**src/verilog/flash_erase_pkg.sv**
```systemverilog
// constants of the erase and suspend sequencer
package flash_erase_pkg;
  localparam int CLK_MHZ = 100;
  // opcodes
  localparam logic [7:0] OP_WRITE_ENABLE = 8'h06;
  localparam logic [7:0] OP_WRITE_DISABLE = 8'h04;
  localparam logic [7:0] OP_READ_STATUS_LO = 8'h05;
  localparam logic [7:0] OP_READ_STATUS_HI = 8'h35;
  localparam logic [7:0] OP_BLOCK32_ERASE = 8'h52;
  localparam logic [7:0] OP_BLOCK32_ERASE_A4 = 8'h5c;
  localparam logic [7:0] OP_BLOCK64_ERASE = 8'hd8;
  localparam logic [7:0] OP_BLOCK64_ERASE_A4 = 8'hdc;
  localparam logic [7:0] OP_CHIP_ERASE_A = 8'hc7;
  localparam logic [7:0] OP_CHIP_ERASE_B = 8'h60;
  localparam logic [7:0] OP_SUSPEND = 8'h75;
  localparam logic [7:0] OP_RESUME = 8'h7a;
  localparam logic [7:0] OP_RESET_ENABLE = 8'h66;
  localparam logic [7:0] OP_RESET = 8'h99;
  localparam logic [7:0] OP_ENTER_4BYTE = 8'hb7;
  localparam logic [7:0] OP_EXIT_4BYTE = 8'he9;
  localparam logic [7:0] OP_ENTER_QUAD = 8'h38;
  localparam logic [7:0] OP_EXIT_QUAD = 8'hff;
  // frame lengths in bits
  localparam logic [5:0] BITS_OPCODE = 6'h08;
  localparam logic [5:0] BITS_ADDR3 = 6'h20;
  localparam logic [5:0] BITS_ADDR4 = 6'h28;
  localparam logic [5:0] BITS_MAX = 6'h3f;
  // status word bit positions
  localparam int ST_WIP = 0;
  localparam int ST_WEL = 1;
  localparam int ST_BP_LSB = 2;
  localparam int ST_ERASE_SUS = 10;
  localparam int ST_PROG_SUS = 15;
  localparam int ST_FOUR_BYTE = 16;
  localparam int ST_QUAD = 17;
  // array geometry
  localparam int BIG_BLOCK_LSB = 16;
  localparam int BIG_BLOCK_MSB = 24;
  // register map, byte offsets
  localparam logic [7:0] REG_STATUS = 8'h00;
  localparam logic [7:0] REG_CONFIG = 8'h04;
  localparam logic [7:0] REG_SUSPEND_BLOCK = 8'h08;
  localparam logic [4:0] CONFIG_RESET = 5'h00;
  // timing
  localparam int ERASE_SUSPEND_LATENCY_US = 20;
  localparam int ERASE_SUSPEND_LATENCY_CYC = ERASE_SUSPEND_LATENCY_US * CLK_MHZ;
  localparam logic [31:0] LATENCY_LOAD = ERASE_SUSPEND_LATENCY_CYC[31:0];
endpackage

```
**src/verilog/flash_erase_suspend_sequencer.sv**
```systemverilog
// serial flash erase and suspend command sequencer with wishbone status port
//
// Function
// opcode 52h erases the 32KB block holding the address, after write enable.
// select must rise right after the last address bit, else erase discarded.
// select rise starts timed block erase; write_in_progress high until done.
// write enable latch is cleared during a block erase.
// no block erase on a block covered by block_protect_bits.
// opcode 5Ch always carries a four-byte address.
// opcode D8h erases a 64KB block with the same checks and timing.
// opcode DCh always carries a four-byte address.
// opcodes C7h and 60h both start chip erase to all FFh.
// chip erase needs write enable latch set.
// select must rise right after the eighth opcode bit for chip erase.
// chip erase runs chip_erase_time with write_in_progress high, status readable.
// chip erase completion clears write enable latch, device ready again.
// chip erase only when all block_protect_bits are zero.
// opcode 75h suspends a running program, sector or block erase.
// host waits program_to_suspend_delay or erase_to_suspend_delay before suspend.
// during program suspend, everything but the suspended page is accessible.
// during erase suspend, everything but the suspended big block is accessible; here no erase starts while suspended.
// a status register write is never suspended.
// suspend latency passes before latch clears and suspend flag sets.
// status read and reset opcodes are taken at any time after suspend.
// program suspend in status bit 15, erase suspend in bit 10.
// suspend flag clears on resume.
// while busy and not suspended only status read, suspend, reset taken.
module flash_erase_suspend_sequencer #(
  parameter int BLOCK_ERASE_TIME_US = 1000,
  parameter int CHIP_ERASE_TIME_US = 100000
) (
  input wire logic clk_sys,
  input wire logic sys_rst,
  input wire logic spi_sclk,
  input wire logic spi_cs_n,
  input wire logic [3:0] io_in,
  output logic [3:0] io_out,
  output logic [3:0] io_oe,
  input wire logic wb_cyc_i,
  input wire logic wb_stb_i,
  input wire logic wb_we_i,
  input wire logic [7:0] wb_adr_i,
  input wire logic [3:0] wb_sel_i,
  input wire logic [31:0] wb_dat_i,
  output logic [31:0] wb_dat_o,
  output logic wb_ack_o
);
  localparam int BLOCK_ERASE_CYC = BLOCK_ERASE_TIME_US * flash_erase_pkg::CLK_MHZ;
  localparam int CHIP_ERASE_CYC = CHIP_ERASE_TIME_US * flash_erase_pkg::CLK_MHZ;
  localparam logic [31:0] BLOCK_LOAD = BLOCK_ERASE_CYC[31:0];
  localparam logic [31:0] CHIP_LOAD = CHIP_ERASE_CYC[31:0];

  typedef enum logic [1:0] {ST_IDLE, ST_ERASING, ST_SUSP_WAIT, ST_SUSPENDED} seq_state_t;

  seq_state_t state_q;
  logic [2:0] sclk_sync_q;
  logic [2:0] cs_sync_q;
  logic [3:0] io_meta_q;
  logic [3:0] io_s_q;
  logic [31:0] sh_q;
  logic [5:0] bits_q;
  logic [7:0] op_q;
  logic rd_on_q;
  logic rd_hi_q;
  logic [2:0] obit_q;
  logic [7:0] out_q;
  logic [3:0] io_out_q;
  logic [3:0] io_oe_q;
  logic wel_q;
  logic erase_sus_q;
  logic four_byte_q;
  logic quad_q;
  logic rst_en_q;
  logic chip_q;
  logic [31:0] erase_cnt_q;
  logic [31:0] lat_cnt_q;
  logic [8:0] tgt_blk_q;
  logic [8:0] susp_blk_q;
  logic [4:0] bp_q;
  logic [31:0] wb_dat_q;
  logic wb_ack_q;

  logic sclk_rise;
  logic sclk_fall;
  logic cs_rise;
  logic cs_low;
  logic write_in_progress;
  logic [15:0] stat16;
  logic [31:0] sh_d;
  logic [5:0] step;
  logic [5:0] bits_d;
  logic blk_cmd;
  logic blk_a4;
  logic blk_len_ok;
  logic [8:0] cmd_blk;
  logic blk_ok;
  logic chip_cmd;
  logic chip_ok;

  // block_protect_bits select the top 2^(bp-1) big blocks; ten and up cover all
  function automatic logic blk_protected(input logic [4:0] bp, input logic [8:0] blk);
    logic [9:0] limit;
    limit = 10'h200 - (10'h001 << (bp - 5'h01));
    if (bp == 5'h00) begin
      return 1'b0;
    end
    if (bp >= 5'h0a) begin
      return 1'b1;
    end
    return {1'b0, blk} >= limit;
  endfunction

  // two flip-flops before any logic; third stage only for edges
  always_ff @(posedge clk_sys) begin
    if (sys_rst) begin
      sclk_sync_q <= 3'h0;
      cs_sync_q <= 3'h7;
      io_meta_q <= 4'h0;
      io_s_q <= 4'h0;
    end else begin
      sclk_sync_q <= {sclk_sync_q[1:0], spi_sclk};
      cs_sync_q <= {cs_sync_q[1:0], spi_cs_n};
      io_meta_q <= io_in;
      io_s_q <= io_meta_q;
    end
  end

  assign sclk_rise = sclk_sync_q[1] & ~sclk_sync_q[2];
  assign sclk_fall = ~sclk_sync_q[1] & sclk_sync_q[2];
  assign cs_rise = cs_sync_q[1] & ~cs_sync_q[2];
  assign cs_low = ~cs_sync_q[1];

  assign write_in_progress = (state_q == ST_ERASING) || (state_q == ST_SUSP_WAIT); // see R3
  always_comb begin
    stat16 = 16'h0000;
    stat16[flash_erase_pkg::ST_WIP] = write_in_progress;
    stat16[flash_erase_pkg::ST_WEL] = wel_q;
    stat16[flash_erase_pkg::ST_BP_LSB +: 5] = bp_q;
    stat16[flash_erase_pkg::ST_ERASE_SUS] = erase_sus_q;
    stat16[flash_erase_pkg::ST_PROG_SUS] = 1'b0; // no program engine here, see R22
  end

  assign step = quad_q ? 6'h04 : 6'h01;
  assign sh_d = quad_q ? {sh_q[27:0], io_s_q} : {sh_q[30:0], io_s_q[0]};
  assign bits_d = (bits_q > (flash_erase_pkg::BITS_MAX - step)) ? flash_erase_pkg::BITS_MAX : bits_q + step;

  // serial input: opcode and address bits
  always_ff @(posedge clk_sys) begin
    if (sys_rst) begin
      sh_q <= 32'h0000_0000;
      bits_q <= 6'h00;
      op_q <= 8'h00;
    end else if (!cs_low) begin
      bits_q <= 6'h00;
    end else if (sclk_rise) begin
      sh_q <= sh_d;
      bits_q <= bits_d;
      if (bits_d == flash_erase_pkg::BITS_OPCODE) begin
        op_q <= sh_d[7:0];
      end
    end
  end

  // serial output of the status byte, repeated while select stays low
  always_ff @(posedge clk_sys) begin
    if (sys_rst) begin
      rd_on_q <= 1'b0;
      rd_hi_q <= 1'b0;
      obit_q <= 3'h0;
      out_q <= 8'h00;
      io_out_q <= 4'h0;
      io_oe_q <= 4'h0;
    end else if (!cs_low) begin
      rd_on_q <= 1'b0;
      io_oe_q <= 4'h0;
      io_out_q <= 4'h0;
    end else if (sclk_rise && bits_d == flash_erase_pkg::BITS_OPCODE && bits_q != bits_d) begin
      rd_on_q <= (sh_d[7:0] == flash_erase_pkg::OP_READ_STATUS_LO) ||
                 (sh_d[7:0] == flash_erase_pkg::OP_READ_STATUS_HI);
      rd_hi_q <= sh_d[7:0] == flash_erase_pkg::OP_READ_STATUS_HI;
      obit_q <= 3'h0;
    end else if (sclk_fall && rd_on_q) begin
      if (quad_q) begin
        io_out_q <= (obit_q == 3'h0) ? (rd_hi_q ? stat16[15:12] : stat16[7:4]) : out_q[7:4];
        out_q <= (obit_q == 3'h0) ? {(rd_hi_q ? stat16[11:8] : stat16[3:0]), 4'h0} : {out_q[3:0], 4'h0};
        io_oe_q <= 4'hf;
        obit_q <= obit_q + 3'h4;
      end else begin
        io_out_q <= {2'h0, ((obit_q == 3'h0) ? (rd_hi_q ? stat16[15] : stat16[7]) : out_q[7]), 1'b0};
        out_q <= (obit_q == 3'h0) ? {(rd_hi_q ? stat16[14:8] : stat16[6:0]), 1'b0} : {out_q[6:0], 1'b0};
        io_oe_q <= 4'h2;
        obit_q <= obit_q + 3'h1;
      end
    end
  end

  // command checks at the rise of select
  assign blk_a4 = (op_q == flash_erase_pkg::OP_BLOCK32_ERASE_A4) ||
                  (op_q == flash_erase_pkg::OP_BLOCK64_ERASE_A4);
  assign blk_cmd = blk_a4 || (op_q == flash_erase_pkg::OP_BLOCK32_ERASE) ||
                   (op_q == flash_erase_pkg::OP_BLOCK64_ERASE);
  // select must rise exactly on the last address bit
  assign blk_len_ok = (blk_a4 || four_byte_q) ? (bits_q == flash_erase_pkg::BITS_ADDR4) :
                      (bits_q == flash_erase_pkg::BITS_ADDR3);
  assign cmd_blk = (blk_a4 || four_byte_q) ?
                   sh_q[flash_erase_pkg::BIG_BLOCK_MSB:flash_erase_pkg::BIG_BLOCK_LSB] :
                   {1'b0, sh_q[23:flash_erase_pkg::BIG_BLOCK_LSB]};
  assign blk_ok = blk_cmd && blk_len_ok && wel_q && !blk_protected(bp_q, cmd_blk);
  assign chip_cmd = (op_q == flash_erase_pkg::OP_CHIP_ERASE_A) ||
                    (op_q == flash_erase_pkg::OP_CHIP_ERASE_B);
  assign chip_ok = chip_cmd && bits_q == flash_erase_pkg::BITS_OPCODE &&
                   wel_q &&
                   bp_q == 5'h00;

  // erase sequencer, latches and modes
  always_ff @(posedge clk_sys) begin
    if (sys_rst) begin
      state_q <= ST_IDLE;
      wel_q <= 1'b0;
      erase_sus_q <= 1'b0;
      four_byte_q <= 1'b0;
      quad_q <= 1'b0;
      rst_en_q <= 1'b0;
      chip_q <= 1'b0;
      erase_cnt_q <= 32'h0000_0000;
      lat_cnt_q <= 32'h0000_0000;
      tgt_blk_q <= 9'h000;
      susp_blk_q <= 9'h000;
    end else begin
      unique case (state_q)
        ST_ERASING: begin
          if (erase_cnt_q <= 32'h0000_0001) begin
            state_q <= ST_IDLE;
            wel_q <= 1'b0;
          end else begin
            erase_cnt_q <= erase_cnt_q - 32'h0000_0001;
          end
        end
        ST_SUSP_WAIT: begin
          if (lat_cnt_q <= 32'h0000_0001) begin
            state_q <= ST_SUSPENDED;
            wel_q <= 1'b0;
            erase_sus_q <= 1'b1;
            susp_blk_q <= tgt_blk_q;
          end else begin
            lat_cnt_q <= lat_cnt_q - 32'h0000_0001;
          end
        end
        ST_IDLE, ST_SUSPENDED: begin
        end
      endcase
      if (cs_rise && bits_q == flash_erase_pkg::BITS_OPCODE) begin
        rst_en_q <= op_q == flash_erase_pkg::OP_RESET_ENABLE;
        if (op_q == flash_erase_pkg::OP_RESET && rst_en_q) begin
          state_q <= ST_IDLE;
          wel_q <= 1'b0;
          erase_sus_q <= 1'b0;
          four_byte_q <= 1'b0;
          quad_q <= 1'b0;
        end else if (state_q == ST_IDLE || state_q == ST_SUSPENDED) begin
          unique case (op_q)
            flash_erase_pkg::OP_WRITE_ENABLE: wel_q <= 1'b1;
            flash_erase_pkg::OP_WRITE_DISABLE: wel_q <= 1'b0;
            flash_erase_pkg::OP_ENTER_4BYTE: four_byte_q <= 1'b1;
            flash_erase_pkg::OP_EXIT_4BYTE: four_byte_q <= 1'b0;
            flash_erase_pkg::OP_ENTER_QUAD: quad_q <= 1'b1;
            flash_erase_pkg::OP_EXIT_QUAD: quad_q <= 1'b0;
            flash_erase_pkg::OP_RESUME: begin
              if (state_q == ST_SUSPENDED) begin
                state_q <= ST_ERASING;
                erase_sus_q <= 1'b0;
              end
            end
            default: begin
              if (chip_ok && state_q == ST_IDLE) begin
                state_q <= ST_ERASING;
                chip_q <= 1'b1;
                erase_cnt_q <= CHIP_LOAD;
              end
            end
          endcase
        end else if (state_q == ST_ERASING && op_q == flash_erase_pkg::OP_SUSPEND && !chip_q) begin
          state_q <= ST_SUSP_WAIT; // only block erases suspend, see R15 see R24
          lat_cnt_q <= flash_erase_pkg::LATENCY_LOAD;
        end
      end else if (cs_rise && blk_ok && state_q == ST_IDLE) begin
        // erases are refused while busy or suspended
        state_q <= ST_ERASING; // see R3 see R24
        chip_q <= 1'b0;
        erase_cnt_q <= BLOCK_LOAD;
        tgt_blk_q <= cmd_blk;
        wel_q <= 1'b0;
        rst_en_q <= 1'b0;
      end else if (cs_rise && bits_q != 6'h00) begin
        rst_en_q <= 1'b0;
      end
    end
  end

  // wishbone config register
  always_ff @(posedge clk_sys) begin
    if (sys_rst) begin
      bp_q <= flash_erase_pkg::CONFIG_RESET;
    end else if (wb_cyc_i && wb_stb_i && wb_we_i && !wb_ack_q && wb_sel_i[0] &&
                 wb_adr_i == flash_erase_pkg::REG_CONFIG) begin
      bp_q <= wb_dat_i[4:0];
    end
  end

  // wishbone answer, one wait cycle
  always_ff @(posedge clk_sys) begin
    if (sys_rst) begin
      wb_ack_q <= 1'b0;
      wb_dat_q <= 32'h0000_0000;
    end else begin
      wb_ack_q <= wb_cyc_i && wb_stb_i && !wb_ack_q;
      wb_dat_q <= 32'h0000_0000;
      if (wb_cyc_i && wb_stb_i && !wb_ack_q && !wb_we_i) begin
        unique case (wb_adr_i)
          flash_erase_pkg::REG_STATUS:
            wb_dat_q <= {14'h0000, quad_q, four_byte_q, stat16};
          flash_erase_pkg::REG_CONFIG: wb_dat_q <= {27'h000_0000, bp_q};
          flash_erase_pkg::REG_SUSPEND_BLOCK: wb_dat_q <= {23'h00_0000, susp_blk_q};
          default: wb_dat_q <= 32'h0000_0000;
        endcase
      end
    end
  end

  assign io_out = io_out_q;
  assign io_oe = io_oe_q;
  assign wb_dat_o = wb_dat_q;
  assign wb_ack_o = wb_ack_q;
endmodule

```
**config.mk**
```make
export PLATFORM = sky130hd
export DESIGN_NAME = flash_erase_suspend_sequencer
export DESIGN_NICKNAME = d
export VERILOG_FILES = /design/src/verilog/flash_erase_pkg.sv /design/src/verilog/flash_erase_suspend_sequencer.sv
export SDC_FILE = /design/constraint.sdc
export NUM_CORES = 1
export LEC_CHECK = 0
export BUFFER_PORTS_ARGS = -buffer_cell sky130_fd_sc_hd__buf_2
export CAP_MARGIN = 20
export CORE_AREA = 10 10 199 107
export CTS_BUF_LIST = sky130_fd_sc_hd__clkbuf_16
export DETAILED_ROUTE_END_ITERATION = 6
export DIE_AREA = 0 0 209 117
export GPL_TIMING_DRIVEN = 0
export MAX_ROUTING_LAYER = met4
export PLACE_DENSITY = 0.74
export SKIP_CTS_REPAIR_TIMING = 1
export SLEW_MARGIN = 20
export SYNTH_ARGS = -nofsm -noshare
export SYNTH_HDL_FRONTEND = slang
export SYNTH_SLANG_ARGS = --single-unit
```
**constraint.sdc**
```tcl
create_clock -name clk_sys -period 5.4 [get_ports clk_sys]
set_input_delay 0 -clock clk_sys [delete_from_list [all_inputs] [get_ports clk_sys]]
set_output_delay 0 -clock clk_sys [all_outputs]
set_load 0.02 [all_outputs]
```
### Yosys cells after proc, flatten, opt, wreduce, memory -nomap -nowiden

Cells that the tools add are included.
Widths: inputs -> output; s select.

* register bits after elaboration: 202
* input bits: 55
* logic and storage cells: 226

* add/sub/neg operators: 8
* $lt $le $gt $ge: 5
* eq/ne operators: 32
* shift operators: 1
* muxes and demuxes: 81
* bitwise gates (word level): 10
* reduce and logical (&&, ||, !) cells: 62

Operator list (count)
* $mux 32: 14
* $le 32x1->1 const B: 2
* $sub 32x1->32 const B: 2
* $eq 8x8->1 const B: 7
* $pmux 18 s3: 1
* $eq 8x7->1 const B: 6
* $mux 1: 35
* $eq 8x3->1 const B: 4
* $mux 25: 1
* $logic_and 1x1->1: 24
* $mux 8: 3
* $mux 2: 9
* $eq 8x6->1 const B: 2
* $mux 4: 4
* $mux 3: 5
* $eq 6x4->1 const B: 2
* $eq 6x6->1 const B: 2
* $reduce_and 2->1: 6
* $reduce_and 3->1: 4
* $ge 9x10->1: 1
* $shl 1x5->10 const A: 1
* $sub 10x10->10 const A: 1
* $mux 9: 1
* $reduce_bool 3->1: 3
* 31 further kinds: 59

### Longest topological paths before layout

* depth in word-level cells: 13
* mapped depth: 14
* gate-level depth less buffers: 12

### Least setup slack after synthesis

OpenSTA, ideal clock, no wires.

* path type: register -> register
* start: reg bp_q[2]
* end: reg tgt_blk_q[1]
* setup time: 0.128 ns
* arrival time: 3.189 ns
* required time: 5.272 ns
* path slack: 2.084 ns
* stages on the path, launching flop included: 14
* path through: dfxtp_1 > clkbuf_1 > nor3_1 > nand3b_1 > ha_1 > xnor2_1 > ha_1 > a211oi_1 > o21ai_0 > a2111oi_0 > o2111ai_2 > clkbuf_1 > mux2i_1 > nor2_1

* longest elaborated chain between the ends: 11
* elaborated cells between the ends (all ways): 17
* classes of those cells: add/sub (2); order compare (2); shift (1); mux (6); reduce/logical (6)

Ends and longest elaborated chain
* start: declaration: RTL line flash_erase_suspend_sequencer.sv:79 `logic [4:0] bp_q;`
* start signal: assignment: RTL line flash_erase_suspend_sequencer.sv:303 `bp_q <= flash_erase_pkg::CONFIG_RESET;`
* start signal: assignment: RTL line flash_erase_suspend_sequencer.sv:306 `bp_q <= wb_dat_i[4:0];`
* $sub 5x1->5: RTL line flash_erase_suspend_sequencer.sv:103 `limit = 10'h200 - (10'h001 << (bp - 5'h01));`
* $shl 1x5->10: RTL line flash_erase_suspend_sequencer.sv:103
* $sub 10x10->10: RTL line flash_erase_suspend_sequencer.sv:103
* $ge 9x10->1: RTL line flash_erase_suspend_sequencer.sv:110 `return {1'b0, blk} >= limit;`
* $mux 1: RTL line flash_erase_suspend_sequencer.sv:110
* $mux 1 (*): RTL line flash_erase_suspend_sequencer.sv:107 `if (bp >= 5'h0a) begin`
* $logic_not 1->1 (*): RTL line flash_erase_suspend_sequencer.sv:208 `assign blk_ok = blk_cmd && blk_len_ok && wel_q && !blk_protected(bp_q, cmd_blk);`
* $logic_and 1x1->1 (*): RTL line flash_erase_suspend_sequencer.sv:208
* $logic_and 1x1->1 (*) (2 in series): RTL line flash_erase_suspend_sequencer.sv:286 `end else if (cs_rise && blk_ok && state_q == ST_IDLE) begin`
* $reduce_and 2->1 (no line) (*)
* end signal: assignment: RTL line flash_erase_suspend_sequencer.sv:291 `tgt_blk_q <= cmd_blk;`
* end: declaration: RTL line flash_erase_suspend_sequencer.sv:77 `logic [8:0] tgt_blk_q;`

Mark *: on every way between the ends. The rest lies on a longest branch, timed or not. The select of a mux whose other input is x is not followed.
A chain may end at the register's enable or synchronous reset.

### Worst setup path in the final report

* start: reg bp_q[2]
* end: reg tgt_blk_q[2]

The elaborated chain is that of the path after synthesis.

==> results.yml <==
final_layout:
  final_area_um2: 10100
  final_nets: 1208
  antenna_cells: 0
  nFillCells: 1624
  fin_cells: 1382
  seq_area_um2: 3580
  mostFrequentLayoutCell: "nor2_1"
  area_growth_pct: 15.2
  drive_gt1_share_pct: 10.9
  multi_input_area_um2: 4790
  final_cell_mix: "nor2_1 (183), dfxtp_1 (179), a21oi_1 (59)"
hold_path:
  hold_path.class: "in -> reg"
placed_design:
  place_area_um2: 9400
  placed_cells: 1336
  post-dp-hpwl_um: 17600
  gp_congestion: 0.939
  port_buffers: 45
pwr:
  p_leak_nw: 3.72
  finalPower_w: 0.00267
  p_per_area_nw_per_um2: 264
  peakVddDrop_v: 0.000234
critical_path:
  r2r_end: "tgt_blk_q[2]$_SDFFE_PP0P_"
  cp_num_cells: 14
  cp_num_buf_inv: 2
  crit_fanout: 10
  critical_path_required_ps: 5710
  r2r_cells: 14
  path_cells: "clkbuf_1, nor3_1, nand3b_1, ha_1, nand3b_1, o21ai_0, ha_1, nand4_1, nor2_1, a2111oi_0, o2111ai_2, clkbuf_1, mux2i_1, nor2_1"
  worstSetupPathType: "reg -> reg"
  r2r-start: "bp_q[2]$_SDFFE_PP0P_"
  crit_start: "bp_q[2]$_SDFFE_PP0P_"
  cp-endpoint: "tgt_blk_q[2]$_SDFFE_PP0P_"
  cp-end-kind: "flip-flop"
  r2r_slack_ps: 1090
  cp.arrival_ps: 4620
  crit_family: "compound AO/OA/AOI/OAI gates"
  start_kind: "flip-flop"
  cpMaxStageDelayCell: "clkbuf_1"
  critPathMaxStageDelay_ps: 450
flow_run:
  cap_violations: 0
clock_tree:
  clkTransAtPathRegs_ps: 70
  worst_skew_pair.late_latency_ps: 430
  clock-sinks: 179
  cts_buffers: 17
  cts_tree: "yes"
  h-tree-depth: 4
  max-clock-path-buffers: 2
  ctsRootBufferMaster: "clkbuf_16"
sta:
  final_max_slew_viol_count: 0
  period_share_pct: 79.9
  hold_viol: 0
  finalCriticalPeriod_ps: 4310
  holdWs_ps: 29.7
  max-slew-margin-rel_pct: 36.9
  fmax_mhz: 232
  tns_ps: 0
  worst_pin_slew_ps: 944
  finClkSkew_ps: 12.0
  setup_viol: 0
  rsz0062_at_grt: "no"
global_routing:
  grt_start_max_net_pins: 17
  grt_overflow: 0
  grt_pass1_vias: 7005
  grt_pass1_wl_um: 37900
  grt.total_usage_pct: 19.6
  antenna_found_initial: 0
route:
  drt_iter0_drc: 751
  detail-route-antenna-nets: 0
  via_count: 7769
  wire_per_inst_um: 17.1
  via_per_inst: 5.62
  drc: 0
  wirelength_um: 23700
  dr.pass1.iters: 5
synth:
  synthCells: 1032
  synth-seq-cells: 179
  synth_edf_count: 0
  yosys.area.top_type: "dfxtp_1"
  ys_top_cells_by_area: "dfxtp_1 (41%), nor2_1 (7.8%), mux2i_1 (6.5%)"
  ys_warn_count: 0
  syn_area_um2: 8800
  synthArstFlopShare_pct: 0
  avgSynthCellArea_um2: 8.53
  synth_cell_types: 62
  synth-seq-area-share_pct: 40.7
  synth_flop_cell: "dfxtp_1"
  netlist.area_leader.share_pct: 40.7
floorplanning:
  rows: 35
  die_h_um: 117
  coreArea_um2: 18000
  dieWidth_um: 209
  io_pins: 96
  initial_utilization_pct: 49.0
  dieArea_um2: 24500
run_status:
  status: "complete, no violations"
==> per-stage QoR <==
stage	util [%]	setup slack (ps)
CTS	55.6	1250
global route	56.5	860
global placement	52.3	1410
finish	56.5	1090
floorplan	-	2080
detailed placement	52.4	1280
==> cell usage after synthesis (2+ instances only) <==
cell / number
a2111o_1: 2
a2111oi_0: 2
a211o_1: 2
a211oi_1: 42
a21oi_1: 59
a22oi_1: 4
a31oi_1: 10
a32oi_1: 2
and2_1: 6
and3_1: 5
and4_1: 5
buf_1: 6
buf_2: 5
buf_4: 22
buf_6: 3
clkbuf_1: 46
dfxtp_1: 179
ha_1: 24
inv_1: 24
mux2i_1: 57
nand2_1: 45
nand2b_1: 12
nand3_1: 37
nand3b_1: 12
nand4_1: 13
nand4b_1: 10
nor2_1: 183
nor2b_1: 17
nor3_1: 27
nor3b_1: 8
nor4_1: 23
nor4b_1: 3
o211a_1: 2
o211ai_1: 3
o21ai_0: 24
o21ba_2: 3
o31ai_1: 3
or2_2: 3
or3_1: 5
or3b_2: 4
or4_1: 7
or4_4: 3
xnor2_1: 16
xor2_1: 46
==> registers in the layout, summed over array words and instances, names as in the netlist, 2 cells and up <==
name	count
out_q	7
wb_dat_o	12
obit_q	3
op_q	8
io_meta_q	4
bp_q	5
sh_q	25
cs_sync_q	3
tgt_blk_q	9
io_oe	2
bits_q	6
erase_cnt_q	32
io_s_q	4
state_q	2
lat_cnt_q	32
sclk_sync_q	3
susp_blk_q	9
io_out	4
==> cell type report <==
cell class,instances,share of cell area [%]
plain buffers,82,4.14
repair buffers,59,3.60
well taps,240,2.96
clock buffers,17,4.20
multi-input cells,765,47.3
clock inverters,15,1.56
flip-flops and latches,179,35.4
inverters,25,0.926
==> report_power, final <==
| group | switching, W | internal, W | leakage [nW] | total (W) |
|---|---|---|---|---|
| clock network | 0.000555 | 0.000687 | 0.286 | 0.00124 |
| registers | 0.00000609 | 0.00133 | 1.44 | 0.00133 |
| logic | 0.0000591 | 0.0000384 | 1.99 | 0.0000976 |
==> layer usage <==
layer  part of all wire, %  GRT usage (%)  routed length, um
met1                    52           29.2              12300
met2                    37           24.8               8710
met3                    11           6.04               2510
met4                  0.70           3.72                165
met5                     0              -                  0
==> cell families (layout without fill, tap and decap cells) <==
| logic type | Yosys count | after routing | synth area share [%] |
|---|---|---|---|
| AO/OA/AOI/OAI | 168 | 168 | 12.4 |
| AND/OR/NAND/NOR | 434 | 434 | 25.0 |
| multiplexers | 57 | 57 | 6.48 |
| flip-flops | 179 | 179 | 40.7 |
| other | 1 | 20 | 0.0426 |
| XOR/XNOR | 62 | 62 | 6.17 |
| buffers and inverters | 107 | 198 | 5.83 |
| adder cells (fa/ha/maj) | 24 | 24 | 3.41 |
==> worst reg2reg max path, delay by kind of cell, from the launching register on <==
kind                     cells  cell delay [ps]
buffers and inverters        2              710
flip-flops                   1              350
AND/OR/NAND/NOR              6              960
AO/OA/AOI/OAI                3             1280
adder cells (fa/ha/maj)      2              610
multiplexers                 1              280
==> worst min-delay path by stage <==
stage                              end        start  slack (ps)  cells past startpoint
2_1_floorplan  cs_sync_q[0]$_SDFF_PP1_     spi_cs_n         100                      1
3_3_place_gp   cs_sync_q[0]$_SDFF_PP1_     spi_cs_n         190                      2
3_5_place_dp   cs_sync_q[0]$_SDFF_PP1_     spi_cs_n         180                      2
4_1_cts        cs_sync_q[0]$_SDFF_PP1_     spi_cs_n        -260                      2
5_1_grt         wb_dat_o[0]$_SDFF_PP0_  wb_adr_i[3]          70                      5
6_report        wb_dat_o[0]$_SDFF_PP0_  wb_adr_i[3]          30                      5
Note: power is estimated with default switching activity, not from simulation.
